$ cat src/hdl/apc_pkg.sv
package apc_pkg;
  // register index, not word aligned: byte address is four times it
  localparam logic [11:0] REG_IDX_POWER_CTRL = 12'hF81;
  localparam logic [13:0] ADDR_POWER_CTRL    = 14'(REG_IDX_POWER_CTRL) << 2;
  // field positions
  localparam int          MODE_LSB   = 2;
  localparam int          MODE_MSB   = 3;
  // reset value of the register
  localparam logic [7:0]  POWER_CTRL_RESET = 8'h00;
  // converter wake-up time, in ns, and derived cycle count at 200 MHz
  localparam int          WAKE_TIME_NS    = 1000;
  localparam int          CLK_PERIOD_NS   = 5;
  localparam int          WAKE_CYCLES     =
    (WAKE_TIME_NS + CLK_PERIOD_NS - 1) / CLK_PERIOD_NS;
  localparam int          WAKE_CNT_W      = 12;
  // power mode encodings
  typedef enum logic [1:0] {
    APC_MODE_AUTO    = 2'b00,
    APC_MODE_REF_ON  = 2'b01,
    APC_MODE_ALL_ON  = 2'b10,
    APC_MODE_RSVD    = 2'b11
  } apc_mode_t;
  // sequencer states
  typedef enum logic [1:0] {
    APC_ST_IDLE  = 2'b00,
    APC_ST_WAKE  = 2'b01,
    APC_ST_START = 2'b10
  } apc_state_t;
endpackage

$ cat src/hdl/apc_ctrl_if.sv
`timescale 1ns/1ps
// register value handed from the bus slave to the sequencer
interface apc_ctrl_if;
  logic [7:0] power_ctrl;   // stored register value
  modport source (output power_ctrl);
  modport sink   (input  power_ctrl);
endinterface

$ cat src/hdl/apc_power_seq.sv
`timescale 1ns/1ps
// What this block does
// - mode 00: power on trigger, then wake
// - mode 01: reference kept on when chosen as reference, still wake
// - mode 10: converter and reference kept on
// - kept-on mode skips the wake-up wait
// - mode 11 behaves like mode 10
// - only power-on/brown-out resets register
module apc_power_seq (
  // clock and resets
  input  wire logic        sys_clk_in,
  input  wire logic        srst_in,
  input  wire logic        por_bor_rst_in,
  // ahb-lite
  input  wire logic        hsel_in,
  input  wire logic [31:0] haddr_in,
  input  wire logic [1:0]  htrans_in,
  input  wire logic        hwrite_in,
  input  wire logic [2:0]  hsize_in,
  input  wire logic [31:0] hwdata_in,
  input  wire logic        hready_in,
  output logic      [31:0] hrdata_out,
  output logic             hreadyout_out,
  output logic             hresp_out,
  // converter side
  input  wire logic        conv_trigger_in,
  input  wire logic        active_or_halt_in,
  input  wire logic        ref_selected_in,
  output logic             adc_power_out,
  output logic             ref_buf_power_out,
  output logic             conv_start_out
);
  apc_ctrl_if ctrl_if ();

  apc_reg_slave u_slave (
    .sys_clk_in     (sys_clk_in),
    .srst_in        (srst_in),
    .por_bor_rst_in (por_bor_rst_in),
    .hsel_in        (hsel_in),
    .haddr_in       (haddr_in),
    .htrans_in      (htrans_in),
    .hwrite_in      (hwrite_in),
    .hsize_in       (hsize_in),
    .hwdata_in      (hwdata_in),
    .hready_in      (hready_in),
    .hrdata_out     (hrdata_out),
    .hreadyout_out  (hreadyout_out),
    .hresp_out      (hresp_out),
    .ctrl           (ctrl_if.source)
  );

  ////////////////////////////////////////////////////////////////
  // sequencer state, one struct
  typedef struct packed {
    apc_pkg::apc_state_t              st;
    logic [apc_pkg::WAKE_CNT_W-1:0]   cnt;
    logic                             adc_pwr;
    logic                             ref_pwr;
    logic                             start;
  } apc_seq_t;
  apc_seq_t q, d;
  apc_pkg::apc_mode_t mode;

  // decode kept-on: codes 10 and 11 alike
  function automatic logic kept_on(input apc_pkg::apc_mode_t m);
    return m[1];
  endfunction

  assign mode = apc_pkg::apc_mode_t'(
    ctrl_if.power_ctrl[apc_pkg::MODE_MSB:apc_pkg::MODE_LSB]);

  ////////////////////////////////////////////////////////////////
  // next state
  always_comb begin
    d       = q;
    d.start = 1'b0;
    d.adc_pwr = kept_on(mode) && active_or_halt_in;
    d.ref_pwr = active_or_halt_in && (kept_on(mode) ||
                (mode == apc_pkg::APC_MODE_REF_ON && ref_selected_in));
    unique case (q.st)
      apc_pkg::APC_ST_IDLE: begin
        if (conv_trigger_in) begin
          if (kept_on(mode)) begin
            d.start = 1'b1;
          end else begin
            d.st  = apc_pkg::APC_ST_WAKE;
            d.cnt = apc_pkg::WAKE_CNT_W'(apc_pkg::WAKE_CYCLES - 1);
          end
        end
      end
      apc_pkg::APC_ST_WAKE: begin
        // converter powered while waking
        d.adc_pwr = 1'b1;
        d.ref_pwr = 1'b1;
        if (q.cnt == '0) begin
          d.st = apc_pkg::APC_ST_START;
        end else begin
          d.cnt = q.cnt - 1'b1;
        end
      end
      apc_pkg::APC_ST_START: begin
        // issue start, keep power for the conversion
        d.adc_pwr = 1'b1;
        d.ref_pwr = 1'b1;
        d.start   = 1'b1;
        d.st      = apc_pkg::APC_ST_IDLE;
      end
      default: begin
        d.st = apc_pkg::APC_ST_IDLE;
      end
    endcase
  end

  ////////////////////////////////////////////////////////////////
  // sequencer flops, ordinary system reset
  always_ff @(posedge sys_clk_in) begin
    if (srst_in || por_bor_rst_in) begin
      q <= '{apc_pkg::APC_ST_IDLE, '0, 1'b0, 1'b0, 1'b0};
    end else begin
      q <= d;
    end
  end

  assign adc_power_out     = q.adc_pwr;
  assign ref_buf_power_out = q.ref_pwr;
  assign conv_start_out    = q.start;
endmodule

$ cat src/hdl/apc_reg_slave.sv
`timescale 1ns/1ps
// ahb-lite slave holding the one power control register
module apc_reg_slave (
  // clock and resets
  input  wire logic        sys_clk_in,
  input  wire logic        srst_in,
  input  wire logic        por_bor_rst_in,
  // ahb-lite
  input  wire logic        hsel_in,
  input  wire logic [31:0] haddr_in,
  input  wire logic [1:0]  htrans_in,
  input  wire logic        hwrite_in,
  input  wire logic [2:0]  hsize_in,
  input  wire logic [31:0] hwdata_in,
  input  wire logic        hready_in,
  output logic      [31:0] hrdata_out,
  output logic             hreadyout_out,
  output logic             hresp_out,
  // register value
  apc_ctrl_if.source       ctrl
);
  typedef struct packed {
    logic       wr_pend;   // write in data phase
    logic       hit;       // address phase hit our word
    logic [7:0] reg_val;   // the register
    logic [31:0] rdata;    // registered read data
  } apc_slv_t;
  apc_slv_t s_q, s_d;
  logic unused_srst;
  assign unused_srst = srst_in;

  ////////////////////////////////////////////////////////////////
  // next state
  always_comb begin
    s_d = s_q;
    // commit pending write; all eight bits stored, reserved included
    if (s_q.wr_pend && s_q.hit) begin
      s_d.reg_val = hwdata_in[7:0];
    end
    s_d.wr_pend = 1'b0;
    if (hsel_in && hready_in && htrans_in[1]) begin
      s_d.hit     = (haddr_in[13:0] == apc_pkg::ADDR_POWER_CTRL)
                    && (haddr_in[31:14] == 18'h00000);
      s_d.wr_pend = hwrite_in;
      // unmapped reads return zero
      s_d.rdata   = (!hwrite_in && s_d.hit) ?
                    {24'h000000, s_d.reg_val} : 32'h00000000;
    end
  end

  ////////////////////////////////////////////////////////////////
  // only por/brown-out clears
  always_ff @(posedge sys_clk_in) begin
    if (por_bor_rst_in) begin
      s_q <= '{1'b0, 1'b0, apc_pkg::POWER_CTRL_RESET, 32'h00000000};
    end else begin
      s_q <= s_d;
    end
  end

  assign hrdata_out      = s_q.rdata;
  assign hreadyout_out   = 1'b1;
  assign hresp_out       = 1'b0;
  assign ctrl.power_ctrl = s_q.reg_val;
endmodule

$ cat config.mk
export PLATFORM = sky130hd
export DESIGN_NAME = apc_power_seq
export DESIGN_NICKNAME = d
export VERILOG_FILES = /design/src/hdl/apc_pkg.sv /design/src/hdl/apc_ctrl_if.sv /design/src/hdl/apc_power_seq.sv /design/src/hdl/apc_reg_slave.sv
export SDC_FILE = /design/constraint.sdc
export NUM_CORES = 1
export LEC_CHECK = 0
export BUFFER_PORTS_ARGS = -buffer_cell sky130_fd_sc_hd__buf_2
export CAP_MARGIN = 20
export CORE_ASPECT_RATIO = 1.5
export CORE_MARGIN = 3
export CORE_UTILIZATION = 44
export DETAILED_ROUTE_END_ITERATION = 10
export PLACE_DENSITY = 0.81
export SETUP_SLACK_MARGIN = 0.3
export SLEW_MARGIN = 20
export SYNTH_ARGS = -nofsm -noshare
export SYNTH_HDL_FRONTEND = slang
export SYNTH_SLANG_ARGS = --single-unit
$ cat constraint.sdc
create_clock -name sys_clk_in -period 2.5 [get_ports sys_clk_in]
set_input_delay 0.25 -clock sys_clk_in [delete_from_list [all_inputs] [get_ports sys_clk_in]]
set_output_delay 0.25 -clock sys_clk_in [all_outputs]
set_load 0.005 [all_outputs]
==> results of run 1 <==
cell type report:
| class | instances | area, sq um | area share (%) |
|---|---|---|---|
| flip-flops and latches | 35 | 701 | 31.4 |
| well taps | 46 | 57.6 | 2.58 |
| multi-input cells | 159 | 998 | 44.7 |
| clock buffers | 8 | 100 | 4.48 |
| inverters | 16 | 60.1 | 2.69 |
| repair buffers | 62 | 315 | 14.1 |
stage by stage:
step / power [mW] / cell area [sq um] / std cells / worst slack, ns / hold WS, ns
3_3_place_gp: 0.803 / 2130 / 318 / 0.632 / 0.430
3_5_place_dp: 0.810 / 2130 / 318 / 0.576 / 0.437
2_1_floorplan: 0.765 / 2040 / 248 / 0.709 / 0.406
4_1_cts: 1.25 / 2230 / 326 / 0.569 / 0.230
6_report: 1.23 / 2230 / 326 / 0.573 / 0.243
5_1_grt: 1.30 / 2230 / 326 / 0.412 / 0.250
flip-flops by register name, summed over array words and instances (netlist names):
signal and cells:
adc_power_out 1, conv_start_out 1, q 14, ref_buf_power_out 1
u_slave.ctrl.power_ctrl 8, u_slave.hrdata_out 8, u_slave.s_q 2
logic make-up after synthesis:
logic type / share of synthesized area, %
AOI/OAI and AO/OA: 11.8
adders and majority gates: 3.21
buffers and inverters: 17.4
DFF: 36.0
muxes: 5.65
other: 0.386
and+or+nand+nor: 25.6
worst min-delay path, stage by stage:
cell and delay [ns]:
sky130_fd_sc_hd__buf_2 0.09, sky130_fd_sc_hd__a21oi_1 0.07, sky130_fd_sc_hd__nor2_1 0.08
layer usage:
layer  up-vias  wire (um)  global-route usage [%]
li1        840          -                       -
met1       761       1440                    15.5
met5         -          0                       0
met4         0         58                    6.85
met2        65       2270                    32.2
met3         6        315                    5.19
synthesized netlist by cell type, drive strengths merged (3+ instances only):
library cell	number	area [sq um]
or3	7	43.8
or4	9	67.6
a31oi	5	31.3
inv	16	60.1
a21oi	10	50.1
mux2i	11	110
or2	11	68.8
ha	5	62.6
nor2	8	30.0
nor4	7	65.1
nand2	14	52.6
o31ai	3	22.5
o21ai	13	65.1
nand3	6	35.0
buf	36	272
dfxtp	35	701
where the power goes:
part / internal (mW) / total [mW] / switching [mW]
sequential: 0.574 / 0.589 / 0.0151
combinational: 0.0976 / 0.210 / 0.113
clock: 0.251 / 0.436 / 0.185
total: 0.922 / 1.23 / 0.313
path summary, 6_finish.rpt:
check                                                        start                                  to  slack [ns]  cells past startpoint
worst min register to register  u_slave.hrdata_out[2]$_SDFFE_PP0P_  u_slave.hrdata_out[2]$_SDFFE_PP0P_        0.45                      2
worst min-delay path                             active_or_halt_in            adc_power_out$_SDFF_PP0_        0.24                      3
worst max-delay path                            q[16]$_SDFFE_PP0P_                   q[7]$_SDFFE_PP0P_        0.57                      6
worst max register to register                  q[16]$_SDFFE_PP0P_                   q[7]$_SDFFE_PP0P_        0.57                      6
==> reports/results.md, run 1 <==
| Metric | Value | Unit |
|:---|:---|:---|
| Result of the run | complete, no violations | - |
| Largest stage delay, worst path | 0.53 | ns |
| Pin slew with the least headroom to its limit | 0.737 | ns |
| Achievable Freq | 519 | MHz |
| Reg clk slew, reported paths | 0.06 | ns |
| Hold-fix buffers, CTS | 0 | - |
| Setup clock skew after layout | 0.00252 | ns |
| Post-synth top flop | sky130_fd_sc_hd__dfxtp_1 | - |
| Data required time of the worst path | 2.72 | ns |
| Headroom to the max-slew limit | 50.6 | % |
| Worst Path Class, Setup | reg2reg | - |
| Max Buffers Root-to-Sink | 2 | - |
| Effective utilization at floorplan | 45.9 | % |
| Part of the Yosys area used for sequential elements | 36.0 | % |
| Core Util, Final | 52.6 | % |
| CTS H-Tree Depth | 2 | - |
| Root Buffer | sky130_fd_sc_hd__clkbuf_8 | - |
| Cell family with most CP delay | simple AND/OR/NAND/NOR gates | - |
| Tcrit/Tclk final | 77.1 | % |
| Worst supply voltage drop on vdd | 0.551 | mV |
| Most used cells in the layout excluding fill and tap cells | 60 x sky130_fd_sc_hd__buf_2, 35 x sky130_fd_sc_hd__dfxtp_1, 26 x sky130_fd_sc_hd__conb_1 | - |
| Global-route usage over all layers | 16.8 | % |
| Pin count of the biggest net entering global routing | 14 | - |
| Global-route wire length before repair | 6710 | um |
| Total number of yosys warnings | 0 | - |
| Die span in y | 87.5 | um |
| Detailed Routing Iterations Pass 1 | 4 | - |
| Last weighted congestion value of the routability-driven placer | 0.761 | - |
| Proportion of register bits with asynchronous set or reset after synthesis | 0 | % |
| Flip-flop and latch count after synthesis | 35 | - |
| ANT cells | 0 | - |
| Setup repair after global routing missed its margin | false | - |
| Most common cell after layout, fill and taps aside | sky130_fd_sc_hd__buf_2 | - |
| Number of fill cells | 423 | - |
| Number of global-route vias before repair | 1660 | - |
| Total standard cell area after synthesis | 1950 | sq um |
| Antenna violations before repair | 0 | - |
| Clock latency at the later pin of the worst-skew pair | 0.28 | ns |
| CTS tree | done | - |
| Global-route congestion overflow total | 0 | - |
| Cell variety after synth | 46 | - |
| Hold Vio Cnt, Final | 0 | - |
| Path class of the lowest-slack min-delay path | in2reg | - |
| DRT iter0 DRCs | 44 | - |
| Number of buffers inserted to repair setup after CTS | 0 | - |
| Leakage power of the design | 1.10 | nW |
| Total Routed Length | 4080 | um |
| Fin crit period | 1.93 | ns |
| CORE AREA | 4250 | sq um |
| Die span in x | 60.3 | um |
| Detailed placement HPWL | 3340 | um |
| Core Rows | 29 | - |
| Area enclosed by the die boundary | 5280 | sq um |
| Arr. time, crit path | 2.14 | ns |
| WP buf/inv | 1 | - |
| Port Buffers | 60 | - |
| Sinks on the clock net | 35 | - |
| Type of origin of the critical path | flop | - |
| Mean instance size in the synthesized netlist | 8.70 | sq um |
| Final setup fails | 0 | - |
| Cells resized by post-CTS repair | 0 | - |
| Maximum Capacitance Violations | 0 | - |
| Post-layout nets | 362 | - |
| Synthesized instance count | 224 | - |
| Cell at the slowest stage of the critical path | sky130_fd_sc_hd__or4_1 | - |
| Max-slew violation count | 0 | - |
| Ratio of cells with drive above 1 in the final layout | 30.0 | % |
| Number of enable flip-flop cells after synthesis | 0 | - |
| Via count | 1672 | - |
| Total CTS buffers | 5 | - |
| Count of unresolved DRC violations after routing | 0 | - |
| Largest fanout of any net on the critical path | 11 | - |
| P per Cell Area | 553 | nW/um^2 |
| Cell breakdown of the critical path | inv_1, ha_1, and3b_1, and4_1, or4_1, a21oi_1 | - |
| Routed length per placed instance | 12.5 | um |
| Via/cell ratio | 5.13 | - |
| Post-DRT Antenna Nets | 0 | - |
| Io pins | 115 | - |
| Layout overhead on the synthesized area | 14.6 | % |
| Crit. End Element | flop | - |
| Setup TNS Final | 0 | ns |
(Power assumes the default switching activity.)
==> run 2: changes to the inputs <==
==> constraint.sdc (replaced) <==
create_clock -name sys_clk_in -period 1.9 [get_ports sys_clk_in]
set_input_delay 0.19 -clock sys_clk_in [delete_from_list [all_inputs] [get_ports sys_clk_in]]
set_output_delay 0.19 -clock sys_clk_in [all_outputs]
set_load 0.005 [all_outputs]
==> reports/results.md, run 2 (same netlist as run 1, synthesis figures left out) <==
| Metric | Value | Unit | Change |
|:---|:---|:---|:---|
| Post-DRT Antenna Nets | 0 | - | unchanged |
| Last weighted congestion value of the routability-driven placer | 0.782 | - | +2.8% |
| Arr. time, crit path | 1.93 | ns | -0.21 ns |
| Sinks on the clock net | 35 | - | unchanged |
| Number of flip-flops under the largest register name | 14 | - | unchanged |
| Setup clock skew after layout | 0.00499 | ns | +0.00247 ns |
| Path class of the lowest-slack min-delay path | in2reg | - |  |
| Hold-fix buffers, CTS | 0 | - | unchanged |
| Reg clk slew, reported paths | 0.07 | ns | about the same |
| Global-route congestion overflow total | 0 | - | unchanged |
| Most used cells in the layout excluding fill and tap cells | 60 x sky130_fd_sc_hd__buf_2, 27 x sky130_fd_sc_hd__dfxtp_1, 26 x sky130_fd_sc_hd__conb_1 | - |  |
| Largest register by flop count | q | - |  |
| Layout overhead on the synthesized area | 28.3 | % |  |
| Achievable Freq | 589 | MHz | +13% |
| Die span in y | 87.5 | um | unchanged |
| Setup repair after global routing missed its margin | true | - |  |
| Worst supply voltage drop on vdd | 0.538 | mV | -2.5% |
| ANT cells | 0 | - | unchanged |
| Post-layout nets | 376 | - | +3.9% |
| Core Util, Final | 58.9 | % | +6.3 points |
| Fin crit period | 1.70 | ns | -0.228 ns |
| Effective utilization at floorplan | 45.9 | % | unchanged |
| Area enclosed by the die boundary | 5280 | sq um | unchanged |
| Detailed placement HPWL | 3360 | um | +0.61% |
| P per Cell Area | 687 | nW/um^2 | +24% |
| Standard cell area after detailed placement | 2180 | sq um | +2.3% |
| Via/cell ratio | 5.32 | - | +3.7% |
| Slack of the worst reg-to-reg path | 0.20 | ns | -0.37 ns |
| Type of origin of the critical path | flop | - |  |
| Result of the run | complete, no violations | - |  |
| Maximum Capacitance Violations | 0 | - | unchanged |
| Setup TNS Final | 0 | ns | unchanged |
| Routed length per placed instance | 13.8 | um | +10% |
| Cell area after layout | 2500 | sq um | +12% |
| Leakage power of the design | 1.19 | nW | +8.0% |
| Hold Vio Cnt, Final | 0 | - | unchanged |
| Total area of sequential cells | 716 | sq um | +2.1% |
| Number of global-route vias before repair | 1714 | - | +3.3% |
| CTS tree | done | - |  |
| Die span in x | 60.3 | um | unchanged |
| Worst Path Class, Setup | reg2reg | - |  |
| Core Rows | 29 | - | unchanged |
| Max Buffers Root-to-Sink | 2 | - | unchanged |
| DRT iter0 DRCs | 16 | - | -64% |
| Tcrit/Tclk final | 89.4 | % | +12 points |
| Footprint of the multi-input gates | 1160 | sq um | +16% |
| Most common cell after layout, fill and taps aside | sky130_fd_sc_hd__buf_2 | - |  |
| Via count | 1809 | - | +8.2% |
| Crit. End Element | flop | - |  |
| Total Routed Length | 4680 | um | +15% |
| Root Buffer | sky130_fd_sc_hd__clkbuf_8 | - |  |
| CORE AREA | 4250 | sq um | unchanged |
| Final setup fails | 0 | - | unchanged |
| Total CTS buffers | 5 | - | unchanged |
| Ratio of cells with drive above 1 in the final layout | 44.2 | % | +14 points |
| Pin count of the biggest net entering global routing | 14 | - | unchanged |
| Antenna violations before repair | 0 | - | unchanged |
| Global-route usage over all layers | 18.2 | % | +1.5 points |
| Max-slew violation count | 0 | - | unchanged |
| Number of fill cells | 374 | - | -12% |
| Clock latency at the later pin of the worst-skew pair | 0.29 | ns | about the same |
| Count of unresolved DRC violations after routing | 0 | - | unchanged |
| Port Buffers | 60 | - | unchanged |
| Data required time of the worst path | 2.13 | ns | -0.59 ns |
| Largest fanout of any net on the critical path | 5 | - | -6 |
| Io pins | 115 | - | unchanged |
| Power after layout | 1.72 | mW | +39% |
| Global-route wire length before repair | 7280 | um | +8.4% |
| Detailed Routing Iterations Pass 1 | 4 | - | unchanged |
| CTS H-Tree Depth | 2 | - | unchanged |
==> run 2: final timing paths <==
| kind | start | endpoint | cells after the start |
|---|---|---|---|
| worst max-delay path | q[15]$_SDFFE_PP0P_ | q[14]$_SDFFE_PP0P_ | 6 |
| worst min-delay path | active_or_halt_in | adc_power_out$_SDFF_PP0_ | 3 |
| worst max register to register | q[15]$_SDFFE_PP0P_ | q[14]$_SDFFE_PP0P_ | 6 |
| worst min register to register | u_slave.hrdata_out[6]$_SDFFE_PP0P_ | u_slave.hrdata_out[6]$_SDFFE_PP0P_ | 2 |
==> run 2: where the power goes <==
group	switching (mW)	internal (mW)	total [mW]
sequential	0.0269	0.756	0.783
combinational	0.194	0.199	0.393
clock	0.286	0.255	0.541
total	0.507	1.21	1.72
==> run 2: layout make-up <==
| type | instances | share of cell area, % |
|---|---|---|
| clock buffer | 5 | 2.75 |
| clock inverter | 3 | 0.801 |
| inverter | 16 | 2.70 |
| multi-input combinational | 160 | 46.3 |
| sequential | 35 | 28.6 |
| tap | 46 | 2.30 |
| timing repair buffer | 75 | 16.5 |
==> run 2: metrics by stage <==
stage,hold WS [ns],std cells,worst slack [ns]
after floorplan,0.346,248,0.239
after global placement,0.428,320,0.158
after detailed placement,0.434,320,0.125
after CTS,0.159,339,0.262
after global routing,0.156,340,0.137
final,0.159,340,0.201
==> run 2: per-layer routing <==
| layer | wire, um | GRT usage, % |
|---|---|---|
| met2 | 2650 | 34.9 |
| met3 | 363 | 5.64 |
| met1 | 1560 | 17.0 |
| met4 | 106 | 7.26 |
| met5 | 0 | 0 |
==> run 2: timing repair <==
action                                  4_1_cts  5_1_grt
cloned                                        1        0
resized for setup                            22       14
pin swaps                                    12        8
endpoints found under the setup margin       13       14
endpoints found under the hold margin         0        0
buffers inserted                             10        1
==> run 2: worst max-delay path, stage by stage (launching register included) <==
cell and delay, ns:
sky130_fd_sc_hd__dfxtp_4 0.36, sky130_fd_sc_hd__inv_2 0.08, sky130_fd_sc_hd__ha_4 0.16, sky130_fd_sc_hd__and3b_2 0.28, sky130_fd_sc_hd__o2111ai_4 0.17, sky130_fd_sc_hd__or4_4 0.46
sky130_fd_sc_hd__a21oi_2 0.13
==> run 3: changes to the inputs <==
==> constraint.sdc (replaced) <==
create_clock -name sys_clk_in -period 1.9 [get_ports sys_clk_in]
set_input_delay 0.285 -clock sys_clk_in [delete_from_list [all_inputs] [get_ports sys_clk_in]]
set_output_delay 0.285 -clock sys_clk_in [all_outputs]
set_load 0.05 [all_outputs]
==> reports/results.md, run 3 (same netlist as run 1, synthesis figures left out) <==
| Metric | Value | Unit | Change |
|:---|:---|:---|:---|
| Result of the run | complete, no violations | - |  |
| Routed length per placed instance | 13.2 | um | -4.3% |
| Reg clk slew, reported paths | 0.07 | ns | about the same |
| CORE AREA | 4250 | sq um | unchanged |
| Path class of the lowest-slack min-delay path | in2reg | - |  |
| Die span in x | 60.3 | um | unchanged |
| Global-route congestion overflow total | 0 | - | unchanged |
| Largest stage delay, worst path | 0.48 | ns | +0.02 ns |
| Setup repair after global routing missed its margin | true | - |  |
| Launch point of the worst reg-to-reg path | q[6]$_SDFFE_PP0P_ | - |  |
| DRT iter0 DRCs | 32 | - | +16 |
| Detailed Routing Iterations Pass 1 | 4 | - | unchanged |
| Most common cell after layout, fill and taps aside | sky130_fd_sc_hd__buf_2 | - |  |
| Arr. time, crit path | 1.92 | ns | about the same |
| Worst supply voltage drop on vdd | 0.615 | mV | +15% |
| Type of origin of the critical path | flop | - |  |
| Final setup fails | 0 | - | unchanged |
| Setup TNS Final | 0 | ns | unchanged |
| Via/cell ratio | 5.21 | - | -2.0% |
| Worst setup endpoint | q[5]$_SDFFE_PP0P_ | - |  |
| Cell mode on critical path | sky130_fd_sc_hd__buf_4 | - |  |
| Post-layout nets | 375 | - | -0.27% |
| Hold Vio Cnt, Final | 0 | - | unchanged |
| Slack of the worst reg-to-reg path | 0.20 | ns | about the same |
| Max-slew violation count | 0 | - | unchanged |
| Layout overhead on the synthesized area | 25.0 | % |  |
| Data required time of the worst path | 2.11 | ns | -0.02 ns |
| Crit. End Element | flop | - |  |
| Source of the critical timing path | q[6]$_SDFFE_PP0P_ | - |  |
| WP buf/inv | 2 | - | +1 |
| Die span in y | 87.5 | um | unchanged |
| Global-route wire length before repair | 7050 | um | -3.1% |
| Root Buffer | sky130_fd_sc_hd__clkbuf_8 | - |  |
| Post-Place Worst Slack | 0.0846 | ns | -0.0405 ns |
| Worst reg2reg path endpoint | q[5]$_SDFFE_PP0P_ | - |  |
| Critical path depth | 6 | - | unchanged |
| Leakage power of the design | 1.17 | nW | -1.4% |
| Final setup slack of the worst path | 0.195 | ns | -0.00609 ns |
| Total CTS buffers | 5 | - | unchanged |
| Most used cells in the layout excluding fill and tap cells | 60 x sky130_fd_sc_hd__buf_2, 30 x sky130_fd_sc_hd__dfxtp_1, 26 x sky130_fd_sc_hd__conb_1 | - |  |
| Sinks on the clock net | 35 | - | unchanged |
| Global-route usage over all layers | 17.6 | % | -0.62 points |
| Core Rows | 29 | - | unchanged |
| Max Buffers Root-to-Sink | 2 | - | unchanged |
| CTS tree | done | - |  |
| P per Cell Area | 762 | nW/um^2 | +11% |
| Clock latency at the later pin of the worst-skew pair | 0.29 | ns | about the same |
| Number of flip-flops under the largest register name | 14 | - | unchanged |
| Hold-fix buffers, CTS | 0 | - | unchanged |
| Tcrit/Tclk final | 89.7 | % | +0.32 points |
| Last weighted congestion value of the routability-driven placer | 0.789 | - | +0.90% |
| Largest register by flop count | q | - |  |
| Io pins | 115 | - | unchanged |
| Ratio of cells with drive above 1 in the final layout | 40.6 | % | -3.6 points |
| Count of cells along the worst register-to-register path | 6 | - | unchanged |
| Cell breakdown of the critical path | nor4_4, buf_4, buf_4, and4_4, or4_1, a31oi_1 | - |  |
| Number of global-route vias before repair | 1685 | - | -1.7% |
| Worst Path Class, Setup | reg2reg | - |  |
| Cell at the slowest stage of the critical path | sky130_fd_sc_hd__or4_1 | - |  |
| Effective utilization at floorplan | 45.9 | % | unchanged |
| Detailed placement HPWL | 3360 | um | -0.28% |
| Area enclosed by the die boundary | 5280 | sq um | unchanged |
| Pin count of the biggest net entering global routing | 14 | - | unchanged |
| Via count | 1767 | - | -2.3% |
| Setup clock skew after layout | 0.00601 | ns | +0.00101 ns |
| Antenna violations before repair | 0 | - | unchanged |
| Fin crit period | 1.70 | ns | +0.00609 ns |
| Total Routed Length | 4470 | um | -4.6% |
| Cell family with most CP delay | simple AND/OR/NAND/NOR gates | - |  |
| Post-DRT Antenna Nets | 0 | - | unchanged |
| Maximum Capacitance Violations | 0 | - | unchanged |
| Port Buffers | 60 | - | unchanged |
| ANT cells | 0 | - | unchanged |
| CTS H-Tree Depth | 2 | - | unchanged |
| Achievable Freq | 587 | MHz | -0.36% |
| WHS | 0.251 | ns | +0.0920 ns |
| Count of unresolved DRC violations after routing | 0 | - | unchanged |
| Largest fanout of any net on the critical path | 6 | - | +1 |
==> run 3: how the worst min path moves through the flow <==
stage	start	endpoint	slack, ns	cells past startpoint
floorplan	u_slave.hrdata_out[0]$_SDFFE_PP0P_	u_slave.hrdata_out[0]$_SDFFE_PP0P_	0.43	2
global placement	u_slave.hrdata_out[1]$_SDFFE_PP0P_	u_slave.hrdata_out[1]$_SDFFE_PP0P_	0.43	2
detailed placement	u_slave.hrdata_out[6]$_SDFFE_PP0P_	u_slave.hrdata_out[6]$_SDFFE_PP0P_	0.43	2
CTS	active_or_halt_in	adc_power_out$_SDFF_PP0_	0.25	3
global route	hwrite_in	u_slave.s_q[41]$_SDFF_PP0_	0.25	2
finish	active_or_halt_in	adc_power_out$_SDFF_PP0_	0.25	3
==> run 3: area by class of cell <==
cell class                      instances  area [sq um]
Tap cell                               46          57.6
Timing Repair Buffer                   74           405
Fill cell                             363          1810
Multi-Input combinational cell        160          1100
Clock buffer                            7          96.3
Clock inverter                          1          7.51
Sequential cell                        35           709
Inverter                               16          62.6
==> run 3: repair_timing <==
| item | CTS | global route |
|---|---|---|
| buffers inserted | 6 | 4 |
| gates cloned | 1 | 0 |
| pin swaps | 6 | 3 |
| setup endpoints to repair | 12 | 13 |
| resized for setup | 12 | 6 |
==> run 3: routing by layer <==
metal | track usage (%) | routed length (um) | vias to the layer above
li1 | - | - | 870
met1 | 16.5 | 1480 | 806
met2 | 32.9 | 2500 | 79
met3 | 5.93 | 392 | 12
met4 | 8.06 | 95 | 0
met5 | 0 | 0 | -
==> run 3: metrics by stage <==
| stage | cell area [sq um] | total power [mW] | std cells | util (%) |
|---|---|---|---|---|
| 2_1_floorplan | 2080 | 1.13 | 248 | - |
| 6_report | 2440 | 1.86 | 339 | 57.4 |
| 3_3_place_gp | 2180 | 1.18 | 320 | 51.4 |
| 5_1_grt | 2440 | 1.95 | 339 | 57.4 |
| 3_5_place_dp | 2180 | 1.19 | 320 | 51.4 |
| 4_1_cts | 2390 | 1.84 | 335 | 56.2 |
==> run 3: where the power goes <==
group | internal, mW | switching, mW
Clock | 0.330 | 0.275
Sequential | 0.756 | 0.0230
Combinational | 0.185 | 0.288
==> run 3: worst min-delay path: stages <==
cell	delay [ns]
sky130_fd_sc_hd__buf_2	0.09
sky130_fd_sc_hd__a21oi_1	0.07
sky130_fd_sc_hd__nor2_1	0.07
